### config.mk
export PLATFORM = sky130hd
export DESIGN_NAME = pin_ctrl
export DESIGN_NICKNAME = d
export VERILOG_FILES = /design/src/shared/pin_ctrl_pkg.sv /design/src/pin_ctrl.sv
export VERILOG_INCLUDE_DIRS = /design/src /design/src/shared
export SDC_FILE = /design/constraint.sdc
export NUM_CORES = 2
export LEC_CHECK = 0
export ABC_AREA = 1
export BUFFER_PORTS_ARGS = -buffer_cell sky130_fd_sc_hd__buf_2
export CELL_PAD_IN_SITES_DETAIL_PLACEMENT = 1
export CELL_PAD_IN_SITES_GLOBAL_PLACEMENT = 2
export CORE_UTILIZATION = 36
export DETAILED_ROUTE_END_ITERATION = 12
export PLACE_DENSITY = 0.88
export SYNTH_ARGS = -nofsm -noshare
export SYNTH_HDL_FRONTEND = slang
export SYNTH_SLANG_ARGS = --single-unit
### constraint.sdc
create_clock -name ref_clk_in -period 8.9 [get_ports ref_clk_in]
set_clock_uncertainty 0.15 [all_clocks]
set_input_delay 2.67 -clock ref_clk_in [delete_from_list [all_inputs] [get_ports ref_clk_in]]
set_output_delay 2.67 -clock ref_clk_in [all_outputs]
set_load 0.05 [all_outputs]
### src/shared/pin_ctrl_consts.svh
// Offsets, field positions, reset values and timing counts for the pin control block
`ifndef PIN_CTRL_CONSTS_SVH
`define PIN_CTRL_CONSTS_SVH
`define NUM_PINS 60
`define CLK_PINS 4
`define REG_DEF 4'h0
`define REG_FUNC 4'h1
`define REG_MASK 4'h2
`define REG_SEL 4'h3
`define REG_RELAY 4'h4
`define REG_CMP 4'h5
`define REG_CTRL 4'h6
`define REG_BURST 4'h7
`define REG_DELAY 4'h8
`define REG_CMD 4'h9
`define REG_PMU 4'hA
`define REG_STAT 4'hB
`define CTRL_LATCH 0
`define CTRL_CMP_EN 1
`define CTRL_GATE_EN 2
`define CTRL_GATE_LSB 4
`define CTRL_CLKEN_LSB 8
`define CTRL_RESET 16'h0002
`define CMD_START 0
`define CMD_FSTROBE 1
`define CMD_FCLOCK 2
`define CMD_CLRCMP 3
`define CLK_MHZ 100
`define EXTRA_TIME_NS 700
`define EXTRA_CYCLES ((`EXTRA_TIME_NS * `CLK_MHZ + 999) / 1000)
`define MAX_BURST 8'hFF
`endif

### src/shared/pin_ctrl_pkg.sv
// Types shared by the pin control block
package pin_ctrl_pkg;
    typedef enum logic [2:0] {
        ST_IDLE,
        ST_CLK_HIGH,
        ST_CLK_GAP,
        ST_STROBE_WAIT,
        ST_FCLK
    } seq_state_t;
endpackage

### src/pin_ctrl.sv
// Per-pin functional test control: long registers, comparison, auxiliary clock
//
// Functional notes
// - Input pins drive high for pattern 1, low for pattern 0.
// - Output pins use the pattern bit as expected level when comparing.
// - Definition 1 makes input with driver connected; detector always connected.
// - Mask 1 makes a care pin, 0 a don't-care pin.
// - Strobe copies detector results only for care pins.
// - Select 0 picks standard levels and references, 1 the alternate ones.
// - One utility relay per pin; 1 closes it, 0 opens it.
// - Forced strobe captures once even with comparators disabled.
// - Latching off clears comparison register before each test strobe.
// - Latching is off after reset.
// - Latching on accumulates failures across tests.
// - Comparators enabled by default; strobe every functional test.
// - Comparators disabled means no strobe during functional tests.
// - Gated strobe is OR of gate bit AND pattern bit, pins 1-4.
// - Entering gated-strobe mode disables the normal comparator strobe.
// - Burst count sets clocks per test, at most 255.
// - Clock spacing and sync period equal delay plus 0.7 us.
// - Clock-enable bits connect clocks to pins 1-4, removing test circuits.
// - Sync output is clock-enable bit AND pattern bit.
// - Measuring unit on a clock pin opens that pin's clock relay.
// - Forced clock pulses all four syncs for the delay width.
// - Select outputs with reference supplies set drive and threshold levels.
`timescale 1ns/100ps
`include "pin_ctrl_consts.svh"

module pin_ctrl
    import pin_ctrl_pkg::*;
(
    // Clock and reset
    input wire logic ref_clk_in,
    input wire logic rst_in,
    // Register port
    input wire logic [3:0] addr_in,
    input wire logic [63:0] wdata_in,
    input wire logic wr_in,
    input wire logic rd_in,
    output logic [63:0] rdata_out,
    // Pin side
    input wire logic [`NUM_PINS-1:0] level_det_in,
    output logic [`NUM_PINS-1:0] drive_level_out,
    output logic [`NUM_PINS-1:0] driver_connect_out,
    output logic [`NUM_PINS-1:0] ref_alt_sel_out,
    output logic [`NUM_PINS-1:0] utility_relay_out,
    output logic [`CLK_PINS-1:0] clock_connect_out,
    output logic [`CLK_PINS-1:0] sync_out,
    output logic [`CLK_PINS-1:0] clock_pin_relay_drive_out,
    output logic fail_out,
    output logic busy_out
);

    ////////////////////////////////////////////////////////////////////////////
    // Registers
    logic [`NUM_PINS-1:0] def_q, func_q, mask_q, sel_q, relay_q, cmp_q;
    logic [15:0] ctrl_q;
    logic [7:0] burst_q;
    logic [15:0] delay_q;
    logic [6:0] pmu_pin_q;
    logic pmu_conn_q;
    logic fail_q;
    seq_state_t state_q;
    logic [7:0] clk_cnt_q;
    logic [16:0] tick_q;
    logic strobe_now;
    logic cap_en;
    logic [`CLK_PINS-1:0] gate_bits, clken_bits;
    logic [`NUM_PINS-1:0] miss;
    logic [16:0] interval;
    logic tick_done;
    logic start_cmd, fstrobe_cmd, fclock_cmd, clr_cmd;

    assign gate_bits = ctrl_q[`CTRL_GATE_LSB +: `CLK_PINS];
    assign clken_bits = ctrl_q[`CTRL_CLKEN_LSB +: `CLK_PINS];
    assign start_cmd = wr_in && addr_in == `REG_CMD && wdata_in[`CMD_START];
    assign fstrobe_cmd = wr_in && addr_in == `REG_CMD && wdata_in[`CMD_FSTROBE];
    assign fclock_cmd = wr_in && addr_in == `REG_CMD && wdata_in[`CMD_FCLOCK];
    assign clr_cmd = wr_in && addr_in == `REG_CMD && wdata_in[`CMD_CLRCMP];
    // Delay plus the fixed 0.7 us overhead
    // interval length
    assign interval = {1'b0, delay_q} + 17'(`EXTRA_CYCLES);
    assign tick_done = tick_q == 17'd1;

    ////////////////////////////////////////////////////////////////////////////
    // Long pin registers
    always_ff @(posedge ref_clk_in) begin
        if (rst_in) begin
            def_q <= '0;
            func_q <= '0;
            mask_q <= '0;
            sel_q <= '0;
            relay_q <= '0;
        end else if (wr_in) begin
            case (addr_in)
                `REG_DEF: def_q <= wdata_in[`NUM_PINS-1:0];
                `REG_FUNC: func_q <= wdata_in[`NUM_PINS-1:0];
                `REG_MASK: mask_q <= wdata_in[`NUM_PINS-1:0];
                `REG_SEL: sel_q <= wdata_in[`NUM_PINS-1:0];
                `REG_RELAY: relay_q <= wdata_in[`NUM_PINS-1:0];
                default: ;
            endcase
        end
    end

    // Control: latch off and comparators on after reset
    // latch default off
    always_ff @(posedge ref_clk_in) begin
        if (rst_in) begin
            ctrl_q <= `CTRL_RESET;
            burst_q <= '0;
            delay_q <= '0;
            pmu_pin_q <= '0;
            pmu_conn_q <= 1'b0;
        end else if (wr_in) begin
            case (addr_in)
                `REG_CTRL: begin
                    ctrl_q <= wdata_in[15:0];
                    if (wdata_in[`CTRL_GATE_EN])
                        ctrl_q[`CTRL_CMP_EN] <= 1'b0;
                end
                // Eight bits hold 255 at most
                // burst count
                `REG_BURST: burst_q <= wdata_in[7:0];
                `REG_DELAY: delay_q <= wdata_in[15:0];
                `REG_PMU: begin
                    pmu_pin_q <= wdata_in[6:0];
                    pmu_conn_q <= wdata_in[7];
                end
                default: ;
            endcase
        end
    end

    ////////////////////////////////////////////////////////////////////////////
    // Test sequencer: burst, then strobe one interval later
    // burst then strobe
    always_ff @(posedge ref_clk_in) begin
        if (rst_in) begin
            state_q <= ST_IDLE;
            clk_cnt_q <= '0;
            tick_q <= '0;
        end else begin
            case (state_q)
                ST_IDLE: begin
                    if (fclock_cmd) begin
                        state_q <= ST_FCLK;
                        tick_q <= (delay_q == 16'h0000) ? 17'd1 : {1'b0, delay_q};
                    end else if (start_cmd) begin
                        clk_cnt_q <= burst_q;
                        tick_q <= interval;
                        state_q <= (burst_q == 8'h00) ? ST_STROBE_WAIT : ST_CLK_HIGH;
                    end
                end
                // Clock high for half the period, rounded down
                // clock spacing
                ST_CLK_HIGH: begin
                    tick_q <= tick_q - 17'd1;
                    if (tick_q <= {1'b0, interval[16:1]}) begin
                        state_q <= ST_CLK_GAP;
                    end
                end
                ST_CLK_GAP: begin
                    tick_q <= tick_q - 17'd1;
                    if (tick_done) begin
                        tick_q <= interval;
                        clk_cnt_q <= clk_cnt_q - 8'd1;
                        state_q <= (clk_cnt_q == 8'd1) ? ST_STROBE_WAIT : ST_CLK_HIGH;
                    end
                end
                ST_STROBE_WAIT: begin
                    tick_q <= tick_q - 17'd1;
                    if (tick_done)
                        state_q <= ST_IDLE;
                end
                ST_FCLK: begin
                    tick_q <= tick_q - 17'd1;
                    if (tick_done)
                        state_q <= ST_IDLE;
                end
                default: state_q <= ST_IDLE;
            endcase
        end
    end

    ////////////////////////////////////////////////////////////////////////////
    // Strobe and compare
    // gated strobe term
    always_comb begin
        strobe_now = 1'b0;
        if (state_q == ST_STROBE_WAIT && tick_done) begin
            if (ctrl_q[`CTRL_GATE_EN])
                strobe_now = |(gate_bits & func_q[`CLK_PINS-1:0]);
            else
                strobe_now = ctrl_q[`CTRL_CMP_EN];
        end
    end
    assign cap_en = strobe_now || fstrobe_cmd;
    // Miss on care pins that are outputs and have no clock connected
    // care compare
    assign miss = (level_det_in ^ func_q) & mask_q & ~def_q
        & ~{{(`NUM_PINS-`CLK_PINS){1'b0}}, clken_bits};

    // Comparison register
    always_ff @(posedge ref_clk_in) begin
        if (rst_in) begin
            cmp_q <= '0;
        end else if (cap_en) begin
            cmp_q <= ctrl_q[`CTRL_LATCH] ? (cmp_q | miss) : miss;
        end else if (clr_cmd) begin
            cmp_q <= '0;
        end
    end

    // Failure flag; a new failure beats a clear
    always_ff @(posedge ref_clk_in) begin
        if (rst_in)
            fail_q <= 1'b0;
        else if (cap_en && |miss)
            fail_q <= 1'b1;
        else if (clr_cmd)
            fail_q <= 1'b0;
    end

    ////////////////////////////////////////////////////////////////////////////
    // Pin outputs, all registered
    always_ff @(posedge ref_clk_in) begin
        if (rst_in) begin
            drive_level_out <= '0;
            driver_connect_out <= '0;
            ref_alt_sel_out <= '0;
            utility_relay_out <= '0;
            clock_connect_out <= '0;
            sync_out <= '0;
            clock_pin_relay_drive_out <= '0;
            fail_out <= 1'b0;
            busy_out <= 1'b0;
        end else begin
            drive_level_out <= func_q;
            driver_connect_out <= def_q
                & ~{{(`NUM_PINS-`CLK_PINS){1'b0}}, clken_bits};
            ref_alt_sel_out <= sel_q;
            utility_relay_out <= relay_q;
            clock_connect_out <= clken_bits;
            // sync pulses
            // Forced clock holds every sync high for the whole delay count
            if (state_q == ST_FCLK)
                sync_out <= {`CLK_PINS{1'b1}};
            else if (state_q == ST_CLK_HIGH && tick_q > {1'b0, interval[16:1]} + 17'd1)
                sync_out <= clken_bits & func_q[`CLK_PINS-1:0];
            // A forced clock in the same write wins, so no stray burst edge
            else if (state_q == ST_IDLE && start_cmd && !fclock_cmd && burst_q != 8'h00)
                sync_out <= clken_bits & func_q[`CLK_PINS-1:0];
            else
                sync_out <= '0;
            for (int i = 0; i < `CLK_PINS; i++) begin
                clock_pin_relay_drive_out[i] <= clken_bits[i]
                    && !(pmu_conn_q && pmu_pin_q == 7'(i + 1));
            end
            fail_out <= fail_q;
            busy_out <= (state_q != ST_IDLE);
        end
    end

    ////////////////////////////////////////////////////////////////////////////
    // Register read, one cycle later
    always_ff @(posedge ref_clk_in) begin
        if (rst_in) begin
            rdata_out <= '0;
        end else if (rd_in) begin
            case (addr_in)
                `REG_DEF: rdata_out <= {4'h0, def_q};
                `REG_FUNC: rdata_out <= {4'h0, func_q};
                `REG_MASK: rdata_out <= {4'h0, mask_q};
                `REG_SEL: rdata_out <= {4'h0, sel_q};
                `REG_RELAY: rdata_out <= {4'h0, relay_q};
                `REG_CMP: rdata_out <= {4'h0, cmp_q};
                `REG_CTRL: rdata_out <= {48'h0000_0000_0000, ctrl_q};
                `REG_BURST: rdata_out <= {56'h0000_0000_0000_00, burst_q};
                `REG_DELAY: rdata_out <= {48'h0000_0000_0000, delay_q};
                `REG_PMU: rdata_out <= {56'h0000_0000_0000_00, pmu_conn_q, pmu_pin_q};
                `REG_STAT: rdata_out <= {61'h0, fail_q, state_q != ST_IDLE, 1'b0};
                default: rdata_out <= '0;
            endcase
        end else begin
            rdata_out <= '0;
        end
    end

    ////////////////////////////////////////////////////////////////////////////
    // Assertions
    a_forced_strobe_caps: assert property (@(posedge ref_clk_in) disable iff (rst_in)
        fstrobe_cmd && !ctrl_q[`CTRL_LATCH] |=> cmp_q == $past(miss))
        else $error("forced strobe did not capture");
    a_latch_accumulates: assert property (@(posedge ref_clk_in) disable iff (rst_in)
        cap_en && ctrl_q[`CTRL_LATCH] |=> (cmp_q & $past(cmp_q)) == $past(cmp_q))
        else $error("latched failures lost");
    a_no_strobe_disabled: assert property (@(posedge ref_clk_in) disable iff (rst_in)
        !fstrobe_cmd && !clr_cmd && !ctrl_q[`CTRL_CMP_EN] && !ctrl_q[`CTRL_GATE_EN]
        |=> $stable(cmp_q))
        else $error("strobe while comparators disabled");
    a_gate_disables_cmp: assert property (@(posedge ref_clk_in) disable iff (rst_in)
        wr_in && addr_in == `REG_CTRL && wdata_in[`CTRL_GATE_EN] |=> !ctrl_q[`CTRL_CMP_EN])
        else $error("gated strobe left comparators on");
    a_drive_follows: assert property (@(posedge ref_clk_in) disable iff (rst_in)
        ##1 drive_level_out == $past(func_q))
        else $error("drive level wrong");
    a_relay_follows: assert property (@(posedge ref_clk_in) disable iff (rst_in)
        wr_in && addr_in == `REG_RELAY |=> ##1 utility_relay_out == $past(wdata_in[59:0], 2))
        else $error("relay not updated");
    a_sync_gated: assert property (@(posedge ref_clk_in) disable iff (rst_in)
        state_q != ST_FCLK |=> (sync_out & ~($past(clken_bits) & $past(func_q[3:0]))) == 4'h0)
        else $error("sync outside enable");
    a_pmu_opens_relay: assert property (@(posedge ref_clk_in) disable iff (rst_in)
        pmu_conn_q && pmu_pin_q inside {[7'd1:7'd4]}
        |=> !clock_pin_relay_drive_out[$past(pmu_pin_q[1:0]) - 2'd1])
        else $error("clock relay not opened");
    a_fclk_sync_high: assert property (@(posedge ref_clk_in) disable iff (rst_in)
        state_q == ST_FCLK |=> sync_out == 4'hF)
        else $error("forced clock sync low");
    a_latch_off_replace: assert property (@(posedge ref_clk_in) disable iff (rst_in)
        cap_en && !ctrl_q[`CTRL_LATCH] |=> cmp_q == $past(miss))
        else $error("comparison not replaced");
    a_care_only: assert property (@(posedge ref_clk_in) disable iff (rst_in)
        cap_en && !ctrl_q[`CTRL_LATCH] |=> (cmp_q & ~$past(mask_q)) == '0)
        else $error("don't-care pin captured");
    c_forced_clock: cover property (@(posedge ref_clk_in) state_q == ST_FCLK);
    c_burst_strobe: cover property (@(posedge ref_clk_in) strobe_now);
    c_gated_strobe: cover property (@(posedge ref_clk_in) strobe_now && ctrl_q[`CTRL_GATE_EN]);
    c_latched_fail: cover property (@(posedge ref_clk_in) cap_en && ctrl_q[`CTRL_LATCH] && |miss);
endmodule

[After elaboration in Yosys (flattened, before gate mapping)]
Index checks and enable logic that the tools add are counted.
Cells by class
  multiplexer cells: 29
  equality and inequality tests: 27
  multipliers: 0
  add/subtract/negate cells: 4
  $lt $le $gt $ge: 2
  reduce and logical (&&, ||, !) cells: 52
  bitwise operators: 11
  div/mod/pow operators: 0
  shift-type cells: 0
Operator list (number)
  60-bit one-hot mux with 11 select lines: 1
  60-bit bitwise AND: 4
  60-bit 2-to-1 mux: 3
  4-bit NOT with 60-bit output: 1
  60-bit NOT: 1
  60-bit bitwise OR: 1
  60-bit OR reduction: 1
  60-bit bitwise XOR: 1
  17-bit 2-to-1 mux: 3
  17-bit one-hot mux with 3 select lines: 1
  8-bit 2-to-1 mux: 3
  2-bit AND reduction: 10
  1-bit logical AND: 19
  16-bit by 1-bit adder with 17-bit output, second input constant: 1
  16-bit by 7-bit adder with 17-bit output, second input constant: 1
  17-bit by 1-bit == test with 1-bit output, second input constant: 1
  17-bit greater-than comparator: 1
  17-bit by 16-bit less-or-equal comparator with 1-bit output: 1
  17-bit by 1-bit subtractor with 17-bit output, second input constant: 1
  4-bit by 3-bit == test with 1-bit output, second input constant: 4
  4-bit == test, second input constant: 4
  16-bit zero test: 1
  16-bit 2-to-1 mux: 1
  8-bit one-hot mux with 2 select lines: 1
  other kinds (32): 59
Storage, ports and cells
  RAM bits: 0
  bits of input ports: 132
  latch bits: 0
  bits in registers: 755
  memories kept: 0
  output and inout port bits: 318
  logic and storage cells: 150
  ROM bits: 0

[Logic depth before layout (Yosys ltp)]
  word-level depth: 9
  gate-level depth with buffers: 26

[Least setup slack after synthesis]
No wires, ideal clock.
  path kind: input to register
  start: input addr_in[2]
  end: register tick_q[10]
  setup slack: 4648 ps
  path buffers: 1
  arrival time: 3985 ps
  cell stages on the path: 13
  library setup time: 116 ps
  cells stage by stage: inv_1 -> nand2_1 -> inv_1 -> nand3_1 -> nor2_2 -> nor2_2 -> a21oi_1 -> buf_2 -> inv_2 -> a21oi_1 -> o221ai_1 -> o211ai_1 -> inv_1
Between the ends
  cells in the longest elaborated chain, start to end: 5
  elaborated cells between the ends (all ways): 8
  classes of those cells: 2 x eq/ne; 2 x mux; 4 x reduce/logical
Ends and longest elaborated chain
  start: declaration: RTL line pin_ctrl.sv:36  | input wire logic [3:0] addr_in,
  4-bit == test (no source line) (*)
  1-bit logical AND (no source line) (*)
  1-bit logical AND, on equally long branches: RTL line pin_ctrl.sv:78, pin_ctrl.sv:76
  17-bit 2-to-1 mux or 3-bit != test (tied branches)
  17-bit one-hot mux with 3 select lines or 2-bit AND reduction (tied branches)
  end signal: assignment: RTL line pin_ctrl.sv:148  | tick_q <= (delay_q == 16'h0000) ? 17'd1 : {1'b0, delay_q};
  end signal: assignment: RTL line pin_ctrl.sv:151  | tick_q <= interval;
  end signal: assignment: RTL line pin_ctrl.sv:158  | tick_q <= tick_q - 17'd1;
  end: declaration: RTL line pin_ctrl.sv:65  | logic [16:0] tick_q;
Mark *: on every way between the ends. The rest lies on a longest branch, timed or not.
A chain may end at the register's enable or synchronous reset.

[Worst setup path in the final report]
  start: input wr_in
  end: register cmp_q[20]
Between the ends
  cells in the longest elaborated chain, start to end: 4
  elaborated cells between the ends (all ways): 6
  classes of those cells: 1 x mux; 5 x reduce/logical
Ends and longest elaborated chain
  start: declaration: RTL line pin_ctrl.sv:38  | input wire logic wr_in,
  1-bit logical AND (no source line) (*)
  1-bit logical AND: RTL line pin_ctrl.sv:77  | assign fstrobe_cmd = wr_in && addr_in == `REG_CMD && wdata_in[`CMD_FSTROBE];
  1-bit logical OR: RTL line pin_ctrl.sv:198  | assign cap_en = strobe_now || fstrobe_cmd;
  60-bit 2-to-1 mux or 2-bit nonzero test (tied branches)
  end signal: assignment: RTL line pin_ctrl.sv:209  | cmp_q <= ctrl_q[`CTRL_LATCH] ? (cmp_q | miss) : miss;
  end: declaration: RTL line pin_ctrl.sv:56  | logic [`NUM_PINS-1:0] def_q, func_q, mask_q, sel_q, relay_q, cmp_q;
Marks and branches as above.

==> flow_summary.yaml <==
grt:
  antenna_found_initial: 20
  grt_max_degree: 178
  overflow: 0
  grt_pass1_wl_um: 170000
  grt_pass1_vias: 27100
  grt_use_total_pct: 27.3
logic_synthesis:
  yosys_register_bits: 751
  synth.area.top_cells: "dfxtp_1 (52%), a21oi_1 (9.1%), o21ai_0 (7.7%), inv_1 (5.9%), nor2_1 (4.5%)"
  ys.flop_type: "dfxtp_1"
  yosys.area.top_type: "dfxtp_1"
  yosysSeqAreaShare_pct: 51.8
  synth_area_um2: 29000
  synth_edf_count: 0
  async_flop_share_pct: 0
  synth_top_area_share_pct: 51.8
  yosys_warnings: 0
  avgSynthCellArea_um2: 7.97
  syn_inst: 3640
  ys_types: 59
critical_path:
  critical_path.max_fanout: 46
  cpMostUsedCell: "nand3_1"
  end_kind: "flop"
  crit_chain: "buf_2, nand3_1, inv_1, nand2_1, nand2_2, a21oi_4, buf_4, nand3_1, o21ai_0"
  reg2reg_depth: 24
  cpPeakStageDelay_ns: 0.73
  crit_path_start_kind: "input pin"
  critPathSlowestCell: "buf_4"
  worstPathArrival_ns: 5.84
  required_ns: 9.28
  path_class: "input pin to flop"
floorplan:
  row_count: 103
  die_area_um2: 81800
  core_um2: 79400
  die_h_um: 286
  io_pins: 450
  start_util_pct: 36.6
  die_x_um: 286
drt:
  vias: 27200
  ant_nets: 0
  drt-pass1-iter-count: 6
  drc: 0
  via_per_inst: 5.34
  routed_wl_um: 114000
  wl_per_cell_um: 22.4
  drt-initial-drc-count: 1595
clock_network:
  numCtsBuffers: 82
  cts_root_buf: "clkbuf_16"
  cts_tree: "yes"
  clockBufferDepth: 3
  htree_levels: 3
  clk_latency_ns: 0.64
  cts_resized: 0
  ctsHoldBuffers: 0
  clock-sinks: 751
  postCtsSetupBuffers: 0
  path_clk_slew_ns: 0.06
place:
  hpwl_um: 75800
  gp_congestion: 0.893
  portBuffers: 441
  post-place-cells: 4943
  dpl_cell_area_um2: 32000
status:
  status: "complete, no violations"
sta:
  fmax_mhz: 183
  fin_crit_ns: 5.46
  whs_ns: 0.301
  tightestPinTransition_ns: 1.10
  slew_headroom_pct: 26.5
  rsz0062_at_grt: "false"
  period_share_pct: 61.4
  hold_viol: 0
  drv_slew: 0
  setup_viol: 0
  fin_setup_tns_ns: 0
cells_and_area:
  multiInputGateArea_um2: 11400
  num-fill-cells: 9721
  final_cell_mix: "dfxtp_1 (750), a21oi_1 (526), inv_1 (458), o21ai_0 (449), buf_2 (440)"
  finalNonFillerCells: 5094
  drive_gt1_share_pct: 16.4
  fin_area_um2: 34800
  syn2layout_area_growth_pct: 20.0
  final_nets: 4145
  final_common_cell: "dfxtp_1"
  seq_area_um2: 15000
power:
  power.leakage_uw: 0.0144
  vdd_drop_max_uv: 152
  power_density_nw_per_um2: 234
min_path:
  hold_path_class: "flop to flop"
  hold_depth: 2
run:
  maxCapViolCount: 0
## worst paths after layout
check / from / to / slack (ns)
worst min register to register: sel_q[28] / ref_alt_sel_out[28] / 0.30
worst max-delay path: wr_in / cmp_q[20] / 3.44
worst min-delay path: sel_q[28] / ref_alt_sel_out[28] / 0.30
worst max register to register: delay_q[1] / sync_out[0] / 3.71
## critical path, delay by kind of cell
kind            cells  cell delay, ns
buf+inv             3            1.27
simple gates        4            0.99
compound gates      2            0.81
## where the power goes
group	switching (uW)	leakage, uW	internal, uW	total (uW)
clock	1450	0.00136	2120	3570
sequential	80.8	0.00607	3460	3540
combinational	743	0.00692	310	1050
total	2280	0.0144	5890	8170
## cells in the mapped netlist (5+ instances only)
| cell | number |
|---|---|
| a211oi_1 | 17 |
| a21boi_0 | 6 |
| a21oi_1 | 526 |
| a221oi_1 | 26 |
| a31oi_1 | 15 |
| a41oi_1 | 5 |
| and3_1 | 19 |
| buf_1 | 7 |
| buf_2 | 11 |
| buf_4 | 6 |
| clkbuf_1 | 195 |
| dfxtp_1 | 751 |
| ha_1 | 36 |
| inv_1 | 459 |
| inv_2 | 13 |
| nand2_1 | 329 |
| nand2_4 | 5 |
| nand3_1 | 85 |
| nand3_2 | 5 |
| nand4_1 | 18 |
| nor2_1 | 349 |
| nor2_2 | 8 |
| nor3_1 | 46 |
| nor4_1 | 11 |
| o21a_1 | 10 |
| o21ai_0 | 449 |
| o21bai_1 | 5 |
| o221ai_1 | 7 |
| o22ai_1 | 126 |
| xnor2_1 | 25 |
| xor2_1 | 19 |
## per-layer routing
metal  global-route usage (%)  vias to the layer above  share of wire (%)
met5                        0                        -               0.11
met4                     9.48                       20                3.0
met3                     4.70                      192                6.3
met2                     44.7                      844                 47
met1                     36.1                    13300                 44
li1                         -                    12800                  -
## area by class of cell
type	count	area share (%)
multi-input cells	2198	32.8
clock buffers	111	6.52
clock inverters	35	1.48
inverters	475	5.14
diodes	5	0.0359
flip-flops and latches	751	43.2
well taps	1050	3.77
repair buffers	469	7.04
## through the flow
step | power [uW] | util (%) | setup WS, ns
6_report | 8170 | 43.9 | 3.44
5_1_grt | 8480 | 43.9 | 3.24
3_3_place_gp | 4630 | 40.3 | 2.89
2_1_floorplan | 4320 | - | 4.65
4_1_cts | 8210 | 43.9 | 3.49
3_5_place_dp | 4660 | 40.3 | 2.83
## kinds of logic after synthesis
logic type | synth area share [%]
other | 0.0259
xor gates and xnor gates | 1.63
AOI/OAI and AO/OA | 22.8
DFF | 51.8
adders and majority gates | 1.55
and+or+nand+nor | 13.1
buffers and inverters | 9.10
(Power assumes the default switching activity.)
